$ cat src/epcirq_pkg.sv
// package: register map, field layout and carrier types of the pin interrupt block
package epcirq_pkg;
    localparam int unsigned NUM_EXT    = 3;
    localparam int unsigned NUM_PC     = 32;
    localparam int unsigned NUM_GRP    = 4;
    localparam int unsigned ADDR_W     = 8;
    localparam int unsigned DATA_W     = 8;
    // register offsets
    localparam logic [7:0] PC_CTRL_OFF   = 8'h68;
    localparam logic [7:0] SENSE_OFF     = 8'h69;
    localparam logic [7:0] PC_MASK0_OFF  = 8'h6b;
    localparam logic [7:0] PC_MASK1_OFF  = 8'h6c;
    localparam logic [7:0] PC_MASK2_OFF  = 8'h6d;
    localparam logic [7:0] PC_MASK3_OFF  = 8'h73;
    localparam logic [7:0] EXT_MASK_OFF  = 8'h3d;
    localparam logic [7:0] EXT_FLAG_OFF  = 8'h3c;
    localparam logic [7:0] PC_FLAG_OFF   = 8'h3b;
    localparam logic [7:0] GIE_OFF       = 8'h3f;
    // field positions
    localparam int unsigned GIE_BIT      = 7;
    localparam int unsigned SLEEP_BIT    = 0;
    // reset values
    localparam logic [7:0] REG_RST       = 8'h00;
    // sense codes
    localparam logic [1:0] SENSE_LOW     = 2'h0;
    localparam logic [1:0] SENSE_ANY     = 2'h1;
    localparam logic [1:0] SENSE_FALL    = 2'h2;
    localparam logic [1:0] SENSE_RISE    = 2'h3;

    typedef struct packed {
        logic [ADDR_W-1:0] addr;
        logic [DATA_W-1:0] wdata;
        logic              wr;
        logic              rd;
    } epcirq_bus_req_t;

    typedef struct packed {
        logic [NUM_EXT-1:0] ext_req;
        logic [NUM_GRP-1:0] grp_req;
    } epcirq_irq_t;
endpackage : epcirq_pkg

$ cat src/epcirq_top.sv
// module: dedicated and pin-change interrupt detection, flags and register file
//
// Chosen here: the plain strobed port.
`timescale 1ns/1ps
`default_nettype none
module epcirq_top (
    // clock and reset
    input  wire logic                            CLK_I,
    input  wire logic                            SRST_I,
    // register port
    input  wire logic [epcirq_pkg::ADDR_W-1:0]   ADDR_I,
    input  wire logic [epcirq_pkg::DATA_W-1:0]   WDATA_I,
    input  wire logic                            WR_I,
    input  wire logic                            RD_I,
    output logic      [epcirq_pkg::DATA_W-1:0]   RDATA_O,
    // pins
    input  wire logic [epcirq_pkg::NUM_EXT-1:0]  EXT_IRQ_PIN_I,
    input  wire logic [epcirq_pkg::NUM_PC-1:0]   PIN_CHANGE_INPUT_I,
    // power state and cpu side
    input  wire logic                            SLEEP_I,
    input  wire logic [epcirq_pkg::NUM_EXT-1:0]  EXT_ACK_I,
    input  wire logic [epcirq_pkg::NUM_GRP-1:0]  GRP_ACK_I,
    output logic      [epcirq_pkg::NUM_EXT-1:0]  EXT_IRQ_O,
    output logic      [epcirq_pkg::NUM_GRP-1:0]  PIN_CHANGE_GROUP_IRQ_O,
    output logic                                 WAKE_O
);
    epcirq_pkg::epcirq_bus_req_t bus;
    epcirq_pkg::epcirq_irq_t     irq;
    logic [7:0]  sense_control_reg;
    logic [7:0]  ext_irq_mask_reg;
    logic [7:0]  pin_change_control_reg;
    logic [31:0] pin_change_mask_reg;
    logic        gie_reg;
    logic [2:0]  ext_irq_flag_reg;
    logic [3:0]  pin_change_flag_reg;
    logic [2:0]  ext_s1_reg;
    logic [2:0]  ext_s2_reg;
    logic [2:0]  ext_prev_reg;
    logic [31:0] pc_s1_reg;
    logic [31:0] pc_s2_reg;
    logic [31:0] pc_prev_reg;
    logic [2:0]  ext_buf;
    logic [2:0]  ext_event;
    logic [2:0]  ext_level;
    logic [3:0]  grp_event;
    logic [2:0]  ext_wclr;
    logic [3:0]  pc_wclr;
    logic [7:0]  rdata_next;

    assign bus = '{addr: ADDR_I, wdata: WDATA_I, wr: WR_I, rd: RD_I};

    // pin synchronisers: the async capture stage, read only by the second stage
    always_ff @(posedge CLK_I) begin
        if (SRST_I) begin
            ext_s1_reg <= '1;
            ext_s2_reg <= '1;
            pc_s1_reg  <= '0;
            pc_s2_reg  <= '0;
        end else begin
            ext_s1_reg <= EXT_IRQ_PIN_I;
            ext_s2_reg <= ext_s1_reg;
            pc_s1_reg  <= PIN_CHANGE_INPUT_I;
            pc_s2_reg  <= pc_s1_reg;
        end
    end

    // sleep gates dedicated input buffers when disabled; a gated pin reads high
    assign ext_buf = ext_s2_reg | ({3{SLEEP_I}} & ~ext_irq_mask_reg[2:0]);

    always_ff @(posedge CLK_I) begin
        if (SRST_I) begin
            ext_prev_reg <= 3'h7;
            pc_prev_reg  <= '0;
        end else begin
            ext_prev_reg <= ext_buf;
            pc_prev_reg  <= pc_s2_reg;
        end
    end

    // sense decode per dedicated input
    genvar gi;
    generate
        for (gi = 0; gi < 3; gi++) begin : g_ext
            logic [1:0] code;
            assign code = sense_control_reg[2*gi +: 2];
            always_comb begin
                ext_level[gi] = 1'b0;
                ext_event[gi] = 1'b0;
                case (code)
                    epcirq_pkg::SENSE_LOW:  ext_level[gi] = ~ext_buf[gi];
                    epcirq_pkg::SENSE_ANY:  ext_event[gi] = ext_buf[gi] ^ ext_prev_reg[gi];
                    epcirq_pkg::SENSE_FALL: ext_event[gi] = ~ext_buf[gi] & ext_prev_reg[gi];
                    epcirq_pkg::SENSE_RISE: ext_event[gi] = ext_buf[gi] & ~ext_prev_reg[gi];
                    default:                ext_event[gi] = 1'b0;
                endcase
            end
        end
        for (gi = 0; gi < 4; gi++) begin : g_grp
            assign grp_event[gi] = |((pc_s2_reg[8*gi +: 8] ^ pc_prev_reg[8*gi +: 8])
                                     & pin_change_mask_reg[8*gi +: 8]);
        end
    endgenerate

    assign ext_wclr = (bus.wr && bus.addr == epcirq_pkg::EXT_FLAG_OFF) ? bus.wdata[2:0] : 3'h0;
    assign pc_wclr  = (bus.wr && bus.addr == epcirq_pkg::PC_FLAG_OFF) ? bus.wdata[3:0] : 4'h0;

    // configuration registers
    always_ff @(posedge CLK_I) begin
        if (SRST_I) begin
            sense_control_reg      <= epcirq_pkg::REG_RST;
            ext_irq_mask_reg       <= epcirq_pkg::REG_RST;
            pin_change_control_reg <= epcirq_pkg::REG_RST;
            pin_change_mask_reg    <= '0;
            gie_reg                <= 1'b0;
        end else if (bus.wr) begin
            case (bus.addr)
                epcirq_pkg::SENSE_OFF:    sense_control_reg <= {2'h0, bus.wdata[5:0]};
                epcirq_pkg::EXT_MASK_OFF: ext_irq_mask_reg <= {5'h0, bus.wdata[2:0]};
                epcirq_pkg::PC_CTRL_OFF:  pin_change_control_reg <= {4'h0, bus.wdata[3:0]};
                epcirq_pkg::PC_MASK0_OFF: pin_change_mask_reg[7:0]   <= bus.wdata;
                epcirq_pkg::PC_MASK1_OFF: pin_change_mask_reg[15:8]  <= bus.wdata;
                epcirq_pkg::PC_MASK2_OFF: pin_change_mask_reg[23:16] <= bus.wdata;
                epcirq_pkg::PC_MASK3_OFF: pin_change_mask_reg[31:24] <= bus.wdata;
                epcirq_pkg::GIE_OFF:      gie_reg <= bus.wdata[epcirq_pkg::GIE_BIT];
                default: ;
            endcase
        end
    end

    // flags: set wins over ack and write-one clear
    always_ff @(posedge CLK_I) begin
        if (SRST_I) begin
            ext_irq_flag_reg    <= '0;
            pin_change_flag_reg <= '0;
        end else begin
            for (int i = 0; i < 3; i++) begin
                if (sense_control_reg[2*i +: 2] == epcirq_pkg::SENSE_LOW)
                    ext_irq_flag_reg[i] <= 1'b0;
                else if (ext_event[i])
                    ext_irq_flag_reg[i] <= 1'b1;
                else if (EXT_ACK_I[i] || ext_wclr[i])
                    ext_irq_flag_reg[i] <= 1'b0;
            end
            for (int j = 0; j < 4; j++) begin
                if (grp_event[j])
                    pin_change_flag_reg[j] <= 1'b1;
                else if (GRP_ACK_I[j] || pc_wclr[j])
                    pin_change_flag_reg[j] <= 1'b0;
            end
        end
    end

    // requests to the cpu, one line per vector
    always_comb begin
        irq.ext_req = (ext_irq_flag_reg | ext_level) & ext_irq_mask_reg[2:0] & {3{gie_reg}};
        irq.grp_req = pin_change_flag_reg & pin_change_control_reg[3:0] & {4{gie_reg}};
    end
    assign EXT_IRQ_O              = irq.ext_req;
    assign PIN_CHANGE_GROUP_IRQ_O = irq.grp_req;
    assign WAKE_O                 = SLEEP_I & (|irq.ext_req | |irq.grp_req);

    // read port, data in the cycle after the strobe
    always_comb begin
        rdata_next = 8'h00;
        case (bus.addr)
            epcirq_pkg::SENSE_OFF:    rdata_next = {2'h0, sense_control_reg[5:0]};
            epcirq_pkg::EXT_MASK_OFF: rdata_next = ext_irq_mask_reg;
            epcirq_pkg::EXT_FLAG_OFF: rdata_next = {5'h0, ext_irq_flag_reg};
            epcirq_pkg::PC_CTRL_OFF:  rdata_next = {4'h0, pin_change_control_reg[3:0]};
            epcirq_pkg::PC_FLAG_OFF:  rdata_next = {4'h0, pin_change_flag_reg};
            epcirq_pkg::PC_MASK0_OFF: rdata_next = pin_change_mask_reg[7:0];
            epcirq_pkg::PC_MASK1_OFF: rdata_next = pin_change_mask_reg[15:8];
            epcirq_pkg::PC_MASK2_OFF: rdata_next = pin_change_mask_reg[23:16];
            epcirq_pkg::PC_MASK3_OFF: rdata_next = pin_change_mask_reg[31:24];
            epcirq_pkg::GIE_OFF:      rdata_next = {gie_reg, 7'h00};
            default:                  rdata_next = 8'h00;
        endcase
    end

    always_ff @(posedge CLK_I) begin
        if (SRST_I) begin
            RDATA_O <= '0;
        end else begin
            RDATA_O <= bus.rd ? rdata_next : 8'h00;
        end
    end
endmodule : epcirq_top
`default_nettype wire

$ cat config.mk
export PLATFORM = sky130hd
export DESIGN_NAME = epcirq_top
export DESIGN_NICKNAME = d
export VERILOG_FILES = /design/src/epcirq_pkg.sv /design/src/epcirq_top.sv
export SDC_FILE = /design/constraint.sdc
export NUM_CORES = 1
export LEC_CHECK = 0
export BUFFER_PORTS_ARGS = -buffer_cell sky130_fd_sc_hd__buf_2
export CAP_MARGIN = 20
export CORE_AREA = 2 2 121 123
export CTS_CLUSTER_DIAMETER = 200
export DETAILED_ROUTE_END_ITERATION = 16
export DIE_AREA = 0 0 123 125
export GPL_TIMING_DRIVEN = 0
export PLACE_DENSITY = 0.62
export SYNTH_ARGS = -nofsm -noshare
export SYNTH_HDL_FRONTEND = slang
export SYNTH_SLANG_ARGS = --single-unit
$ cat constraint.sdc
create_clock -name CLK_I -period 1.53 [get_ports CLK_I]
set_clock_uncertainty 0.15 [all_clocks]
set_input_delay 0.2295 -clock CLK_I [delete_from_list [all_inputs] [get_ports CLK_I]]
set_output_delay 0.2295 -clock CLK_I [all_outputs]
set_load 0.02 [all_outputs]
==> flow_metrics.tcl <==
set metrics [dict create \
    run_status "finished, violations left" \
    violations "setup timing" \
    routed_wl_um 15700 \
    synth_cell_types 46 \
    antenna_found_initial 0 \
    ir_drop_mv 0.698 \
    yosysMostFrequentCell "dfxtp_1" \
    wl_per_cell_um 16.3 \
    async_reset_ff_share_pct 0 \
    synth_area_per_cell_um2 10.1 \
    tightest_slew_ns 0.685 \
    h-tree-depth 4 \
    ys_warn_count 0 \
    synth_top_area_share_pct 53.8 \
    yosysTopAreaCell "dfxtp_1" \
    hp-start "SLEEP_I" \
    final_hold_viol_count 0 \
    ant_nets 0 \
    clock.fmax_ghz 0.480 \
    cts_tree "yes" \
    synth_ff_type "dfxtp_1" \
    yosys-top-cells-area "dfxtp_1 (54%), nor2b_1 (9.7%), mux2i_1 (4.5%)" \
    clock-sinks 166 \
    path_max_fanout 5 \
    slew_headroom_pct 54.3 \
    rows 44 \
    core_um2 14200 \
    crit_family "simple AND/OR/NAND/NOR gates" \
    p_switching_mw 2.05 \
    gp_congestion 0.899 \
    rsz0062_at_grt "yes" \
    crit_cells 5 \
    p_total_mw 9.20 \
    critPathBufInv 1 \
    initial_core_util_pct 43.5 \
    holdWs_ns 0.00370 \
    vias 4890 \
    io_buffers 73 \
    r2r_start "ext_irq_mask_reg[1]$_SDFFE_PP0P_" \
    die_area_um2 15400 \
    clk_latency_ns 0.42 \
    ys_seq_area_share_pct 53.8 \
    crit_path_start_kind "flip-flop" \
    grt_overflow 0 \
    p_per_area_nw_per_um2 1110 \
    area_growth_pct 34.5 \
    fin_crit_ns 2.08 \
    p_sw_share_pct 22.2 \
    clk_pin_slew_ns 0.06 \
    syn_inst 612 \
    grt_usage_pct 21.4 \
    slowest_stage "or3_4" \
    fin_crit_sh_pct 136 \
    rrSetupSlack_ns -0.02 \
    clockPowerShare_pct 45.4 \
    hold_class "input port to flip-flop" \
    hpwl_um 11000 \
    worstSetupPathType "flip-flop to output pin" \
    setup_ws_ns -0.553 \
    combPwrFrac_pct 6.0 \
    r2r-end "ext_irq_flag_reg[1]$_SDFFE_PP0P_" \
    cp.arrival_ns 1.70 \
    slowest_delay_ns 0.38 \
    synth_nets 681 \
    hold_end "ext_prev_reg[2]$_SDFF_PP1_" \
    required_ns 1.15 \
    setup_tns_ns -1.77 \
    syn_area_um2 6180 \
    initialDrtViolationCount 423 \
    grt_pass1_vias 4778 \
    clockBufferDepth 2 \
    diodes 0 \
    p_seq_share_pct 48.5 \
    synth-edff-count 0 \
    intPower_mw 7.15 \
    setup_violations 8 \
    cts_made_buffers 17 \
    whs_path_depth 3 \
    drive_gt1_share_pct 25.5 \
    power.leakage_nw 3.49 \
    drc_errors 0 \
    post_drt_via_cell_ratio 5.07 \
    grt_max_degree 17 \
    finalMaxSlewViolations 0 \
    r2r_cells 7 \
    die_w_um 123 \
    clockRootBuffer "clkbuf_16" \
    first_pass_iters 7 \
    ios 79 \
    grt_pass1_wl_um 24900 \
    synth_seq_cells 166 \
    layout.nets 837 \
    end_kind "output pin" \
    max_cap_violations 0 \
    die_h_um 125 \
    yosys-top-cells-count "dfxtp_1 (166), nor2b_1 (96), a21oi_1 (39), nand2_1 (39), xor2_1 (32)" \
    path_cells "or3_4 > a21oi_4 > nand2b_1 > o31a_1 > buf_6" \
]
==> placed cells by master (no fill, tap or decap), drive strengths merged, types with 2 or more instances in the layout <==
master	count
nand3	30
clkinvlp	6
a21oi	39
xor2	32
mux2	2
nand4bb	3
a222oi	3
nand3b	5
a22oi	6
bufinv	2
nor2	27
nand2b	7
nor3	6
nor2b	96
or2	8
a221oi	11
dfxtp	166
o21ai	5
clkinv	3
nand4	2
mux2i	28
nand2	40
dlygate4sd3	45
ha	6
a311oi	2
a32oi	4
and3	4
buf	98
or3	3
a22o	11
nor4	4
inv	18
a31oi	7
clkbuf	42
==> per-stage QoR <==
stage | setup WS (ns) | std cells | util [%] | instance area [µm²]
after floorplan | -0.116 | 612 | - | 6330
final | -0.553 | 965 | 58.5 | 8310
after global placement | -0.735 | 869 | 48.8 | 6930
after global routing | -0.616 | 965 | 58.5 | 8310
after detailed placement | -0.754 | 869 | 48.8 | 6930
after CTS | -0.588 | 956 | 57.5 | 8170
==> power by group through the flow <==
| stage | clock network [mW] | registers, mW | logic, mW |
|---|---|---|---|
| after floorplan | 0 | 4.56 | 0.263 |
| after global placement | 0 | 4.57 | 0.436 |
| after detailed placement | 0 | 4.57 | 0.446 |
| after CTS | 4.27 | 4.47 | 0.548 |
| after global routing | 4.46 | 4.48 | 0.604 |
| final | 4.18 | 4.47 | 0.554 |
==> cells by family (layout without fill, tap and decap cells) <==
family / after synthesis / after routing / synth area share (%)
buf+inv: 46 / 215 / 2.93
xor+xnor: 33 / 33 / 4.68
mux: 30 / 30 / 4.90
flops: 166 / 166 / 53.8
simple gates: 236 / 236 / 22.1
compound gates: 95 / 95 / 10.4
fa+ha+maj: 6 / 6 / 1.21
==> worst reg2reg max path: stages, from the launching register on <==
cell and delay, ns:
dfxtp_4 0.38, inv_4 0.04, a21oi_4 0.15, inv_1 0.06
ha_1 0.27, o211ai_1 0.19, a21oi_1 0.11, nor3_1 0.12
==> repair_timing <==
item / in CTS / in global routing
gates resized for setup: 43 / 31
setup buffers: 10 / 9
hold endpoints to repair: 55 / 0
cloned: 0 / 0
setup endpoints to repair: 31 / 54
pin swaps: 11 / 11
hold buffers: 46 / 0
==> how the worst max path moves through the flow <==
stage                                            from               endpoint  slack [ns]
global placement                            ADDR_I[6]  RDATA_O[0]$_SDFF_PP0_       -0.74
global route                     gie_reg$_SDFFE_PP0P_                 WAKE_O       -0.62
floorplan                        gie_reg$_SDFFE_PP0P_                 WAKE_O       -0.12
detailed placement                          ADDR_I[6]  RDATA_O[1]$_SDFF_PP0_       -0.75
finish              sense_control_reg[4]$_SDFFE_PP0P_                 WAKE_O       -0.55
CTS                              gie_reg$_SDFFE_PP0P_                 WAKE_O       -0.59
==> final cells by class <==
class | count | area (µm²)
clock inverter | 13 | 149
multi-input combinational | 400 | 2910
clock buffer | 19 | 443
buffer | 29 | 140
sequential | 166 | 3360
fill | 1221 | 5890
tap | 184 | 230
timing repair buffer | 138 | 1020
inverter | 16 | 62.6
==> routing by layer <==
metal | wire (µm) | GRT usage [%] | vias up
li1 | - | - | 2410
met3 | 1030 | 5.20 | 28
met5 | 0 | 0 | -
met1 | 6760 | 27.5 | 2267
met2 | 7640 | 34.9 | 185
met4 | 324 | 7.82 | 0
Note: power is estimated with default switching activity, not from simulation.
